<file path="config.mk">
export PLATFORM = sky130hd
export DESIGN_NAME = ccg_clock_gate_ctrl
export DESIGN_NICKNAME = d
export VERILOG_FILES = /design/src/hdl/ccg_pkg.sv /design/src/hdl/ccg_clock_gate_ctrl.sv
export SDC_FILE = /design/constraint.sdc
export NUM_CORES = 1
export LEC_CHECK = 0
export ABC_AREA = 1
export BUFFER_PORTS_ARGS = -buffer_cell sky130_fd_sc_hd__buf_4
export CAP_MARGIN = 40
export CELL_PAD_IN_SITES_DETAIL_PLACEMENT = 0
export CELL_PAD_IN_SITES_GLOBAL_PLACEMENT = 1
export CORE_MARGIN = 1
export CORE_UTILIZATION = 38
export DETAILED_ROUTE_END_ITERATION = 7
export PLACE_DENSITY_LB_ADDON = 0.1
export SYNTH_ARGS = -nofsm -noshare
export SYNTH_HDL_FRONTEND = slang
export SYNTH_SLANG_ARGS = --single-unit
</file>
<file path="constraint.sdc">
create_clock -name i_clk_sys -period 4.3 [get_ports i_clk_sys]
set_input_delay 0.43 -clock i_clk_sys [delete_from_list [all_inputs] [get_ports i_clk_sys]]
set_output_delay 0.43 -clock i_clk_sys [all_outputs]
set_load 0.005 [all_outputs]
</file>
<file path="src/hdl/ccg_pkg.sv">
// package: clock gating controller constants, offsets and bus carrier types
`default_nettype none
package ccg_pkg;
	// ==========================================================
	// register addressing
	localparam logic [31:0] CCG_BASE_ADDR = 32'hC8834400;
	localparam logic [7:0] CCG_IDX_MEDIA_LOW = 8'h50;
	localparam logic [7:0] CCG_IDX_MEDIA_HIGH = 8'h51;
	localparam logic [7:0] CCG_IDX_MEDIA_EXTRA = 8'h52;
	localparam logic [7:0] CCG_IDX_OTHER = 8'h54;
	localparam logic [7:0] CCG_IDX_ALWAYS_ON = 8'h55;
	localparam logic [7:0] CCG_IDX_PLL_DIV = 8'h60;
	localparam int CCG_IDX_SHIFT = 2;
	// ==========================================================
	// reset values
	localparam logic [31:0] CCG_RST_MEDIA = 32'h00000000;
	localparam logic [31:0] CCG_RST_OTHER = 32'h00000000;
	localparam logic [7:0] CCG_RST_ALWAYS_ON = 8'hFF;
	localparam logic [3:0] CCG_RST_PLL_DIV = 4'h0;
	// ==========================================================
	// field positions
	localparam int CCG_AO_USED_W = 8;
	localparam int CCG_AO_GATE_W = 5;
	localparam int CCG_AO_SERIAL_BIT = 4;
	localparam int CCG_AO_CPU_BIT = 0;
	localparam int CCG_ML_SPI_BIT = 30;
	localparam int CCG_ML_HUB_BIT = 19;
	localparam int CCG_ML_DDR_BIT = 0;
	localparam int CCG_MH_AUDIO_TOP_BIT = 15;
	localparam int CCG_MH_AUDIO_XFER_BIT = 8;
	localparam int CCG_MX_MAIN_CLK_BIT = 29;
	localparam int CCG_MX_HDMI_IRQ_BIT = 3;
	localparam int CCG_OT_VIDEO_BIT = 31;
	localparam int CCG_OT_LCD_ENC_BIT = 25;
	localparam int CCG_PLL_VID_LSB = 0;
	localparam int CCG_PLL_MEM_LSB = 2;
	// ==========================================================
	// pll output divider codes
	localparam logic [1:0] CCG_OD_DIV1 = 2'h0;
	localparam logic [1:0] CCG_OD_DIV2 = 2'h1;
	localparam logic [1:0] CCG_OD_DIV4 = 2'h2;
	localparam logic [1:0] CCG_OD_DIV8 = 2'h3;
	// ==========================================================
	// carrier types
	typedef struct packed {
		logic sel;
		logic enable;
		logic write;
		logic [31:0] addr;
		logic [31:0] wdata;
	} ccg_apb_req_t;
	typedef struct packed {
		logic [63:0] media;
		logic [31:0] media_extra;
		logic [31:0] other;
		logic [4:0] always_on;
	} ccg_gates_t;
endpackage : ccg_pkg
`default_nettype wire

</file>
<file path="src/hdl/ccg_clock_gate_ctrl.sv">
// module: apb clock gating register bank driving per-module clock enables
`default_nettype none
module ccg_clock_gate_ctrl
	import ccg_pkg::*;
(
	// clock and reset
	input wire logic i_clk_sys,
	input wire logic i_sys_rst,
	// apb slave
	input wire logic i_psel,
	input wire logic i_penable,
	input wire logic i_pwrite,
	input wire logic [31:0] i_paddr,
	input wire logic [31:0] i_pwdata,
	output logic [31:0] o_prdata,
	output logic o_pready,
	output logic o_pslverr,
	// clock enables
	output ccg_gates_t o_gates,
	// pll output divider selections
	output logic [1:0] o_video_pll_od,
	output logic [1:0] o_memory_pll_od
);
	// ==========================================================
	// address decode
	function automatic logic [31:0] ccg_addr_of(input logic [7:0] idx);
		ccg_addr_of = CCG_BASE_ADDR + {22'h0, idx, 2'h0};
	endfunction : ccg_addr_of

	function automatic logic [1:0] ccg_mem_od_legal(input logic [1:0] code);
		// memory pll has no divide by eight; such a code falls back to four
		ccg_mem_od_legal = (code == CCG_OD_DIV8) ? CCG_OD_DIV4 : code;
	endfunction : ccg_mem_od_legal

	ccg_apb_req_t req;
	logic access;
	logic setup;
	logic hit_ml;
	logic hit_mh;
	logic hit_mx;
	logic hit_ot;
	logic hit_ao;
	logic hit_pll;
	logic mapped;
	logic [63:0] media_reg;
	logic [31:0] media_extra_reg;
	logic [31:0] other_reg;
	logic [7:0] always_on_reg;
	logic [3:0] pll_div_reg;
	logic [31:0] rdata_next;
	logic [31:0] prdata_reg;
	logic mapped_reg;

	// bundle the bus request
	assign req = '{sel: i_psel, enable: i_penable, write: i_pwrite,
		addr: i_paddr, wdata: i_pwdata};
	assign setup = req.sel & ~req.enable;
	assign access = req.sel & req.enable;

	// decode by full byte address of each word
	always_comb begin
		hit_ml = 1'b0;
		hit_mh = 1'b0;
		hit_mx = 1'b0;
		hit_ot = 1'b0;
		hit_ao = 1'b0;
		hit_pll = 1'b0;
		if (req.addr == ccg_addr_of(CCG_IDX_MEDIA_LOW)) begin
			hit_ml = 1'b1;
		end else if (req.addr == ccg_addr_of(CCG_IDX_MEDIA_HIGH)) begin
			hit_mh = 1'b1;
		end else if (req.addr == ccg_addr_of(CCG_IDX_MEDIA_EXTRA)) begin
			hit_mx = 1'b1;
		end else if (req.addr == ccg_addr_of(CCG_IDX_OTHER)) begin
			hit_ot = 1'b1;
		end else if (req.addr == ccg_addr_of(CCG_IDX_ALWAYS_ON)) begin
			hit_ao = 1'b1;
		end else if (req.addr == ccg_addr_of(CCG_IDX_PLL_DIV)) begin
			hit_pll = 1'b1;
		end
	end
	assign mapped = hit_ml | hit_mh | hit_mx | hit_ot | hit_ao | hit_pll;

	// ==========================================================
	// gating registers
	// media composite enable, low word then high word
	always_ff @(posedge i_clk_sys) begin
		if (i_sys_rst) begin
			media_reg <= {CCG_RST_MEDIA, CCG_RST_MEDIA};
		end else if (access && req.write && hit_ml) begin
			media_reg[31:0] <= req.wdata;
		end else if (access && req.write && hit_mh) begin
			media_reg[63:32] <= req.wdata;
		end
	end

	// media extra word
	always_ff @(posedge i_clk_sys) begin
		if (i_sys_rst) begin
			media_extra_reg <= CCG_RST_MEDIA;
		end else if (access && req.write && hit_mx) begin
			media_extra_reg <= req.wdata;
		end
	end

	// other domain word
	always_ff @(posedge i_clk_sys) begin
		if (i_sys_rst) begin
			other_reg <= CCG_RST_OTHER;
		end else if (access && req.write && hit_ot) begin
			other_reg <= req.wdata;
		end
	end

	// always-on word, only the low byte is storage
	always_ff @(posedge i_clk_sys) begin
		if (i_sys_rst) begin
			always_on_reg <= CCG_RST_ALWAYS_ON;
		end else if (access && req.write && hit_ao) begin
			always_on_reg <= req.wdata[CCG_AO_USED_W-1:0];
		end
	end

	// pll output divider codes
	always_ff @(posedge i_clk_sys) begin
		if (i_sys_rst) begin
			pll_div_reg <= CCG_RST_PLL_DIV;
		end else if (access && req.write && hit_pll) begin
			pll_div_reg <= {ccg_mem_od_legal(req.wdata[CCG_PLL_MEM_LSB +: 2]),
				req.wdata[CCG_PLL_VID_LSB +: 2]};
		end
	end

	// ==========================================================
	// read path, captured in the setup phase
	always_comb begin
		rdata_next = 32'h00000000;
		if (hit_ml) begin
			rdata_next = media_reg[31:0];
		end else if (hit_mh) begin
			rdata_next = media_reg[63:32];
		end else if (hit_mx) begin
			rdata_next = media_extra_reg;
		end else if (hit_ot) begin
			rdata_next = other_reg;
		end else if (hit_ao) begin
			rdata_next = {24'h000000, always_on_reg};
		end else if (hit_pll) begin
			rdata_next = {28'h0000000, pll_div_reg};
		end
	end

	always_ff @(posedge i_clk_sys) begin
		if (i_sys_rst) begin
			prdata_reg <= 32'h00000000;
			mapped_reg <= 1'b0;
		end else if (setup) begin
			prdata_reg <= rdata_next;
			mapped_reg <= mapped;
		end
	end

	// zero wait state slave; unmapped access answers with an error
	assign o_pready = 1'b1;
	assign o_prdata = prdata_reg;
	assign o_pslverr = access & ~mapped_reg;

	// ==========================================================
	// enable outputs straight from flops so they cannot glitch
	// one assignment drives the whole carrier so it has a single driver
	assign o_gates = '{media: media_reg,
		media_extra: media_extra_reg,
		other: other_reg,
		always_on: always_on_reg[CCG_AO_GATE_W-1:0]};
	assign o_video_pll_od = pll_div_reg[CCG_PLL_VID_LSB +: 2];
	assign o_memory_pll_od = pll_div_reg[CCG_PLL_MEM_LSB +: 2];
endmodule : ccg_clock_gate_ctrl
`default_nettype wire

</file>
==> metrics.txt, run 1 <==
outcome completed; max-slew violations 0; vias in the first global route slightly above 7,000; Synth-to-Final Area Change 32.9%; Worst setup SP type primary input; top-count cell post-synth nand2_1; Leak between 4 and 5 nW; Post-synth top flop dfxtp_1; Yosys top cell by area dfxtp_1; max FFs per register 64; Final #Nets ~1,300; Die Area 0.0206 mm2; hold crit path type in2reg; DR vias between 7,000 and 8,000; post-DR wirelength/cell roughly 17 um; Max IR drop VDD roughly 290 uV; CP Data Required Time 4.59 ns; Synth Register Bits between 150 and 200; # diodes 0; Place WS approximately 1.4 ns; Cells after Synth 1,074; gr ovfl total 0; Crit. End Element flop; Peak Freq 404 MHz; total wire length about 26,000 um; initial antenna violation count 0; post-route setup slack 1.82 ns; Post-DP HPWL between 15,000 and 20,000 um; top post-synthesis cells by area dfxtp_1 46%, a21oi_1 9.2%, nand2_1 9.1%; Tcrit/Tclk final a little under three fifths; Setup Viol. Count Final 0; RSZ-0062 raised after global routing false; setup TNS 0 ns; clock skew 0.00869 ns; syn_nets 1,143; slew margin rel. between 50% and 60%; port bufs around 240; Cell variety after synth 26; Worst EP arrival around 2.8 ns; drt drc 0; Die Wd roughly 140 um; die height roughly 140 um; pwr dens roughly 330 mW/mm2; Core Area around 0.020 mm2; sequential share of the synthesized area roughly 46%; Reg clk slew, reported paths about 0.070 ns; Final Hold Fails 0; gpl congestion 0.800; Worst Path Max Fanout 64; H-tree Lvls 4; setup bufs post-CTS 0; Total Routing Usage GR ~25%; Least-Margin Pin Slew 0.723 ns; largest net degree at the start of global routing 74; boundary pin count 240; cts bufs inserted 17; CTS Hold Buffers Added 0; CTS tree done; Mean Syn Cell Area 7.08 um2; Root Buffer clkbuf_16; layout cells sized above 1 24.0%; Initial DRT Pass Iterations 5; Routed Antenna Nets 0; Final min period roughly 2.5 ns; post-cts sizing count 0; mapped cell area ~0.0076 mm2; number of synthesized flops with an enable pin 0; routed vias/inst between 4 and 5; Synth top cells by count 184 x nand2_1, 173 x dfxtp_1, 140 x a21oi_1; site row count 51; Sink Count ~170; Filler Cell Count 1,978; asr flop ratio synth 0%; DRT iter0 DRCs 371; # Max-Cap Violations 0; first-pass GRT wire length just under 40,000 um; clock latency at the later pin of the worst-skew pair around 0.43 ns; starting density of the core 38.9%; worst-case clock buffer depth 2; YS warnings 0; worst setup path class in2reg; area share of the largest cell type after synthesis between 40 and 50%
[cells by family (layout without fill, tap and decap cells)]
logic type             after synthesis  after routing  share of synthesized area, %
and+or+nand+nor                    405            405                          24.2
AOI/OAI and AO/OA                  286            286                          18.9
buffers and inverters              209            419                          11.3
DFF                                173            173                          45.6
other                                1              1                        0.0493
[critical path, stage by stage]
cell     delay (ns)
buf_4          0.10
inv_1          0.06
nand4_1        0.13
nor4_4         0.39
buf_4          0.49
nand3_4        0.63
o21ai_0        0.40
a21oi_1        0.07
[stage by stage]
stage / total power [mW] / util [%] / hold WS, ns / cell area, um2 / cells
final: 3.37 / 51.7 / 0.276 / 10100 / 1549
after floorplan: 1.74 / - / 0.430 / 7600 / 1074
after detailed placement: 1.86 / 48.7 / 0.449 / 9520 / 1518
after global placement: 1.86 / 48.6 / 0.442 / 9490 / 1517
after global routing: 3.50 / 51.7 / 0.273 / 10100 / 1549
after CTS: 3.41 / 51.7 / 0.263 / 10100 / 1549
[final timing paths]
| check | startpoint | to | slack (ns) | cells after the start |
|---|---|---|---|---|
| setup reg to reg | other_reg[7]$_SDFFE_PP0P_ | o_prdata[7]$_SDFFE_PP0P_ | 3.29 | 6 |
| setup / recovery | i_paddr[29] | media_reg[14]$_SDFFE_PP0P_ | 1.82 | 8 |
| hold / removal | i_pwdata[19] | other_reg[19]$_SDFFE_PP0P_ | 0.28 | 3 |
| hold reg to reg | media_reg[40]$_SDFFE_PP0P_ | media_reg[40]$_SDFFE_PP0P_ | 0.46 | 2 |
[area by class of cell]
class                           count  area [um2]  area share (%)
Clock buffer                       22         474            4.69
Clock inverter                      9         111            1.10
Inverter                          136         512            5.07
Multi-Input combinational cell    692        3300            32.7
Sequential cell                   173        3460            34.3
Tap cell                          265         332            3.28
Timing Repair Buffer              252        1910            18.9
[where the power goes]
part	leakage (nW)	total, mW	switching [mW]	internal, mW
combinational	2.42	0.201	0.114	0.0870
clock	0.288	1.55	0.650	0.902
sequential	1.40	1.62	0.00653	1.62
[placed cells by master, fill, tap and decap left out, drive strengths merged]
cell type	n
nor4	3
o21ai	145
bufinv	2
a21oi	140
conb	1
nand3	81
dfxtp	173
inv	136
clkinv	6
nand2	187
clkbuf	22
o211ai	1
nor3	3
clkinvlp	1
nor2	91
nand4	40
buf	252
[routing by layer]
metal | global-route usage [%] | share of wire [%] | routed length (um) | vias up
met1 | 31.9 | 43 | 11100 | 3496
met2 | 42.2 | 48 | 12400 | 241
met4 | 7.28 | 1.5 | 380 | 0
met5 | 0 | 0 | 0 | -
li1 | - | - | - | 3900
met3 | 6.36 | 7.0 | 1800 | 26
Note: power is estimated with default switching activity, not from simulation.
==> run 2, diff against run 1 <==
Settings changed: CORE_UTILIZATION 38 to 32.
Clock period 4.3 ns to 2.05 ns, I/O delays scaled along.
==> run 2 against run 1 <==
Against the previous run: critical path depth grew 5; global-route usage decreased by 2.6 points; via count increased by 0.46%; clock-buffer cell count shrank 5; final cell count rose by 4.7%; power is 110% higher; non-clock buffer count is 18 higher; hold slack lost 0.23 ns; clock skew is 0.0023 ns higher; sequential power up 110%; combinational power rose by 110%.
==> metrics.txt, run 2 (synthesized netlist as in run 1, its figures left out) <==
Post-DP HPWL 18,200 um (was 17,300 um); die height 156 um (was 143 um); logic gate share of total power 6.0% (about the same); clock skew 0.0110 ns (was 0.00869 ns); RSZ-0062 raised after global routing false (unchanged); # placed instances 1,590 (was 1,518); Worst path max stage delay 0.30 ns (was 0.63 ns); # diodes 0 (unchanged); CP max-delay cell nor2_1 (was nand3_4); R2R setup slack 1.06 ns (was 3.29 ns); Crit. End Element flop (unchanged); layout cells sized above 1 25.2% (was 24.0%); Place WS 0.0541 ns (was 1.37 ns); Max IR drop VDD 417 uV (was 288 uV); Tcrit/Tclk final about 76%; first-pass GRT wire length 41,800 um (was 39,300 um); H-tree Lvls 4 (unchanged); Filler Cell Count 2,523 (was 1,978); CTS Hold Buffers Added 0 (unchanged); Synth-to-Final Area Change 37.1% (was 32.9%); CP delay by family, top simple AND/OR/NAND/NOR gates (unchanged); Flop pwr share 47.6% (was 48.0%); routed vias/inst 4.75 (was 4.95); worst setup path class in2reg (unchanged); largest net degree at the start of global routing 79 (was 74); setup TNS 0 ns (unchanged); initial antenna violation count 0 (unchanged); vias in the first global route 7,189 (was 7,094); setup bufs post-CTS 0 (unchanged); DRT iter0 DRCs 366 (was 371); commonest non-fill, non-tap cells in the layout 260 x buf_4, 184 x nand2_1, 173 x dfxtp_1 (was 251 x buf_4, 184 x nand2_1, 173 x dfxtp_1); clock latency at the later pin of the worst-skew pair 0.44 ns (was 0.43 ns); Total Routing Usage GR 22.6% (was 25.2%); max FFs per register 64 (unchanged); sw frac 25.6% (was 22.8%); worst-case clock buffer depth 2 (unchanged); outcome completed (unchanged); Core Area 0.0234 mm2 (was 0.0195 mm2); P_int 5.32 mW (was 2.60 mW); # Max-Cap Violations 0 (unchanged); Routed Antenna Nets 0 (unchanged); post-cts sizing count 0 (unchanged); Setup Viol. Count Final 0 (unchanged); Worst Path Max Fanout 20 (was 64); post-DR wirelength/cell 16.8 um (was 16.6 um); total wire length 27,200 um (was 25,700 um); net load switching power 1.83 mW (was 771 uW); Final #Nets 1,359 (was 1,341); Final Instance Count excl. Fillers 1,622 (was 1,549); hold crit path type in2reg (unchanged); Worst setup SP type primary input (unchanged); drt drc 0 (unchanged); site row count 56 (was 51); Reg clk slew, reported paths 0.08 ns (was 0.07 ns); Final Hold Fails 0 (unchanged); gr ovfl total 0 (unchanged); crit path cell chain buf_4 -> inv_1 -> nand2_1 -> nor2_1 -> nand2_1 -> nor2_4 -> inv_1 -> nor2_2 -> buf_12 -> nand2_1 -> nand3_1 -> nor2_1 -> nor2_1 (was buf_4 -> inv_1 -> nand4_1 -> nor4_4 -> buf_4 -> nand3_4 -> o21ai_0 -> a21oi_1); Clk pwr share 46.3% (was 46.0%); Die Wd 156 um (was 143 um); post-route setup slack 0.494 ns (was 1.82 ns); max-slew violations 0 (unchanged); gpl congestion 0.789 (was 0.800); Sink Count 173 (unchanged); CP Data Required Time 2.42 ns (was 4.59 ns); DR vias 7,698 (was 7,663); Worst EP arrival 1.93 ns (was 2.77 ns); slew margin rel. 53.7% (was 51.7%); Peak Freq approximately 640 MHz; Die Area 0.0244 mm2 (was 0.0206 mm2); placement-stage cell area 0.00983 mm2 (was 0.00952 mm2); CTS tree done (unchanged); Initial DRT Pass Iterations 5 (unchanged); WP buf/inv 4 (was 3); Leak 4.23 nW (was 4.10 nW); commonest non-fill, non-tap cell in the layout buf_4 (unchanged); Final Instance Area 0.0104 mm2 (was 0.0101 mm2); boundary pin count 240 (unchanged); final core utilization 44.5% (was 51.7%); pwr dens 686 mW/mm2 (was 334 mW/mm2); Least-Margin Pin Slew 0.694 ns (was 0.723 ns); Root Buffer clkbuf_16 (unchanged); cts bufs inserted 17 (unchanged); starting density of the core 32.5% (was 38.9%); Final min period 1.56 ns; port bufs 238 (unchanged)
==> run 2: cell count changes in the layout (fill, tap and decap cells not counted), sizes merged <==
| cell | delta |
|---|---|
| buf | +18 |
| bufinv | -1 |
| clkbuf | -5 |
| inv | +7 |
==> run 2: through the flow <==
step / hold slack [ns] / total power [mW]
final: 0.0441 / 7.15
after global routing: 0.0289 / 7.40
after CTS: 0.0247 / 7.24
after detailed placement: 0.444 / 3.91
after global placement: 0.438 / 3.91
after floorplan: 0.349 / 3.66
==> run 2: metal layers <==
metal	routed length, um	GRT usage [%]	share of wire, %
met1	12200	29.4	45
met2	13200	38.1	48
met3	1520	4.61	5.6
met4	294	5.18	1.1
met5	0	0	0
==> run 2: path summary, 6_finish.rpt <==
check	start	end	cells after the start
hold / removal	i_pwdata[22]	other_reg[22]$_SDFFE_PP0P_	3
setup / recovery	i_paddr[7]	o_prdata[17]$_SDFFE_PP0P_	13
hold reg to reg	always_on_reg[5]$_SDFFE_PP1P_	always_on_reg[5]$_SDFFE_PP1P_	2
setup reg to reg	pll_div_reg[2]$_SDFFE_PP0P_	o_prdata[2]$_SDFFE_PP0P_	6
==> run 2: final cells by class <==
type	instances	area, um2	share of cell area, %
clock inverters	15	173	1.66
inverters	136	512	4.91
flip-flops and latches	173	3460	33.2
repair buffers	270	2150	20.6
clock buffers	17	425	4.08
well taps	319	399	3.83
multi-input cells	692	3300	31.7
==> run 2: worst register-to-register path: cells and delay by family, from the launching register on <==
family           cells  cell delay [ns]
AND/OR/NAND/NOR      5             0.45
AO/OA/AOI/OAI        1             0.06
flip-flops           1             0.34
==> run 2: power by group through the flow <==
stage | Clock (mW) | Combinational [mW] | Sequential [mW]
6_report | 3.31 | 0.431 | 3.40
5_1_grt | 3.51 | 0.479 | 3.41
2_1_floorplan | 0 | 0.178 | 3.48
3_3_place_gp | 0 | 0.432 | 3.48
3_5_place_dp | 0 | 0.433 | 3.48
4_1_cts | 3.41 | 0.434 | 3.40
==> run 3, diff against run 2 <==
Settings changed: ABC_AREA 1 to 0, CORE_UTILIZATION 32 to 33.
Clock period 2.05 ns to 1.3 ns, I/O delays scaled along.
==> run 3 against run 2 <==
Against the previous run: the run now ends with setup timing left; die area decreased by 6.8%; wire length increased by 14%; register-to-register slack got worse by 0.98 ns; synthesized area decreased by 3.9%; final cell count decreased by 6.8%; sequential share of layout area decreased by 5.1 points; combinational power increased by 110%; first-iteration DRC count increased by 13%; largest power group unchanged.
==> metrics.txt, run 3 <==
outcome finished, violations left (was completed); failing checks setup timing; R2R setup slack 0.08 ns (was 1.06 ns); Root Buffer clkbuf_16 (unchanged); Worst Min Path Start i_sys_rst (was i_pwdata[22]); Critical Path Start i_paddr[4] (was i_paddr[7]); routed vias/inst 5.27 (was 4.75); post-DR wirelength/cell 20.5 um (was 16.8 um); post-route setup slack -0.162 ns (was 0.494 ns); total wire length 31,000 um (was 27,200 um); worst setup path class in2reg (unchanged); starting density of the core 33.6% (was 32.5%); Tcrit/Tclk final 112%; P_int 8.52 mW (was 5.32 mW); gpl congestion 0.783 (was 0.789); mapped cell area 0.00730 mm2 (was 0.00760 mm2); Flop pwr share 47.3% (was 47.6%); clock latency at the later pin of the worst-skew pair 0.44 ns (about the same); Final Instance Area 0.0123 mm2 (was 0.0104 mm2); Worst setup SP type primary input (unchanged); syn_nets 972 (was 1,143); Seq. cell area 0.00346 mm2 (unchanged); Worst path max stage delay 0.59 ns (was 0.30 ns); Cells after Synth 903 (was 1,074); die height 151 um (was 156 um); drt drc 0 (unchanged); top post-synthesis cells by area dfxtp_1 47%, nand2_1 14%, a21oi_1 9.7% (was dfxtp_1 46%, a21oi_1 9.2%, nand2_1 9.1%); Initial DRT Pass Iterations 8 (was 5); initial antenna violation count 0 (unchanged); Post-synth top flop dfxtp_1 (unchanged); Max IR drop VDD 870 uV (was 417 uV); hold crit path type in2reg (unchanged); Synth Register Bits 173 (unchanged); largest net degree at the start of global routing 94 (was 79); WP buf/inv 3 (was 4); port bufs 238 (unchanged); sequential share of the synthesized area 47.4% (was 45.6%); Worst Path Max Fanout 16 (was 20); Sink Count 173 (unchanged); Final Hold Fails 0 (unchanged); cts bufs inserted 17 (unchanged); crit path to media_reg[11]$_SDFFE_PP0P_ (was o_prdata[17]$_SDFFE_PP0P_); final core utilization 56.5% (was 44.5%); CP Data Required Time 1.59 ns (was 2.42 ns); area of the multi-input gates 0.00429 mm2 (was 0.00330 mm2); CP max-delay cell or4_4 (was nor2_1); Post-DP HPWL 20,200 um (was 18,200 um); hold slack 0.0592 ns (was 0.0441 ns); Crit. End Element flop (unchanged); Core Area 0.0218 mm2 (was 0.0234 mm2); Final Instance Count excl. Fillers 1,512 (was 1,622); max FFs per register 64 (unchanged); Final #Nets 1,289 (was 1,359); Routed Antenna Nets 0 (unchanged); Die Area 0.0227 mm2 (was 0.0244 mm2); # diodes 0 (unchanged); worst-case clock buffer depth 2 (unchanged); Worst EP arrival 1.76 ns (was 1.93 ns); Place WS -0.688 ns (was 0.0541 ns); DRT iter0 DRCs 412 (was 366); boundary pin count 240 (unchanged); placement-stage cell area 0.00983 mm2 (about the same); logic gate share of total power 8.1% (was 6.0%); site row count 54 (was 56); # placed instances 1,416 (was 1,590); Yosys top cell by area dfxtp_1 (unchanged); clock skew 0.00891 ns (was 0.0110 ns); Clk pwr share 44.6% (was 46.3%); Mean Syn Cell Area 8.09 um2 (was 7.08 um2); RSZ-0062 raised after global routing true (was false); CTS tree done (unchanged); Final min period ~1.5 ns; DR vias 7,961 (was 7,698); max-slew violations 0 (unchanged); first-pass GRT wire length 45,400 um (was 41,800 um); Synth top cells by count 268 x nand2_1, 173 x dfxtp_1, 141 x a21oi_1 (was 184 x nand2_1, 173 x dfxtp_1, 140 x a21oi_1); H-tree Lvls 4 (unchanged); Peak Freq approximately 680 MHz; Filler Cell Count 2,054 (was 2,523); net load switching power 2.82 mW (was 1.83 mW); Setup Viol. Count Final 155 (was 0); sw frac 24.9% (was 25.6%); total power 11.3 mW (was 7.15 mW); Die Wd 151 um (was 156 um); r2r endpoint o_prdata[7]$_SDFFE_PP0P_ (was o_prdata[2]$_SDFFE_PP0P_); # Max-Cap Violations 0 (unchanged); r2r worst-path depth 5 (was 6); asr flop ratio synth 0% (unchanged); vias in the first global route 7,647 (was 7,189); Synth-to-Final Area Change 68.4% (was 37.1%); CP delay by family, top simple AND/OR/NAND/NOR gates (unchanged); layout cells sized above 1 45.5% (was 25.2%); commonest non-fill, non-tap cell in the layout buf_4 (unchanged); Reg clk slew, reported paths 0.07 ns (was 0.08 ns); setup TNS -14.92 ns (was 0 ns); pwr dens 922 mW/mm2 (was 686 mW/mm2); gr ovfl total 0 (unchanged); commonest non-fill, non-tap cells in the layout 276 x buf_4, 192 x nand2_1, 173 x dfxtp_1 (was 260 x buf_4, 184 x nand2_1, 173 x dfxtp_1); Cell variety after synth 46 (was 26); FF-to-FF Start media_reg[39]$_SDFFE_PP0P_ (was pll_div_reg[2]$_SDFFE_PP0P_); crit path cell chain buf_8 -> nor4b_4 -> buf_4 -> nand2_2 -> or4_4 -> buf_12 -> nand2_1 -> a21oi_2 (was buf_4 -> inv_1 -> nand2_1 -> nor2_1 -> nand2_1 -> nor2_4 -> inv_1 -> nor2_2 -> buf_12 -> nand2_1 -> nand3_1 -> nor2_1 -> nor2_1); YS warnings 0 (unchanged); top-count cell post-synth nand2_1 (unchanged); number of synthesized flops with an enable pin 0 (unchanged); area share of the largest cell type after synthesis 47.4% (was 45.6%); Leak 4.84 nW (was 4.23 nW); critical path depth 8 (was 13); Total Routing Usage GR 26.8% (was 22.6%)
-- run 3: changes by cell type after synthesis, sizes merged, moves of 25 or more --
cell	previous run	this run
o2bb2ai	0	25
nor2	91	42
nand2	187	268
a221oi	0	25
o21ai	145	5
inv	136	0
nand3	81	6
nand4	40	2
a22oi	0	34
nor3	3	37
-- run 3: power by group through the flow --
stage	clock (mW)	sequential (mW)	combinational (mW)
detailed placement	0	5.49	0.764
finish	5.06	5.36	0.917
CTS	5.15	5.37	0.875
floorplan	0	5.49	0.266
global route	5.40	5.37	0.984
global placement	0	5.49	0.764
-- run 3: logic make-up after synthesis --
kind of cell           share of synthesized area [%]
AND/OR/NAND/NOR                                 24.2
other                                         0.0514
multiplexers                                    1.01
AO/OA/AOI/OAI                                   21.4
flip-flops                                      47.4
buffers and inverters                           5.96
-- run 3: how the worst min path moves through the flow --
stage | end | slack [ns] | cells after the start
3_3_place_gp | other_reg[30]$_SDFFE_PP0P_ | 0.41 | 3
5_1_grt | media_extra_reg[5]$_SDFFE_PP0P_ | 0.06 | 2
2_1_floorplan | other_reg[17]$_SDFFE_PP0P_ | 0.27 | 2
3_5_place_dp | other_reg[30]$_SDFFE_PP0P_ | 0.41 | 3
4_1_cts | media_reg[37]$_SDFFE_PP0P_ | 0.05 | 2
6_report | media_extra_reg[5]$_SDFFE_PP0P_ | 0.06 | 2
-- run 3: layer usage --
| metal | up-vias | part of all wire [%] | global-route usage, % |
|---|---|---|---|
| li1 | 3794 | - | - |
| met1 | 3871 | 44 | 34.5 |
| met2 | 261 | 49 | 46.0 |
| met3 | 35 | 5.3 | 4.33 |
| met4 | 0 | 1.8 | 7.25 |
| met5 | - | 0 | 0 |
-- run 3: cell type report --
type | instances | area share, %
sequential | 173 | 28.2
timing repair buffer | 380 | 29.5
multi-input combinational | 648 | 34.8
tap | 280 | 2.85
clock inverter | 12 | 1.04
clock buffer | 19 | 3.60
-- run 3: worst reg2reg max path, cell delays in order (launching register included) --
cell and delay (ns):
dfxtp_1 0.33, mux2_2 0.27, nand3_1 0.08, nand3_1 0.10, a221oi_2 0.24, nor3_1 0.06
-- run 3: timing repair --
action,4_1_cts,5_1_grt
setup buffers,20,10
resized for setup,134,177
setup endpoints to repair,162,168
hold buffers,32,0
gates cloned,10,4
hold endpoints to repair,121,0
pin swaps,72,74
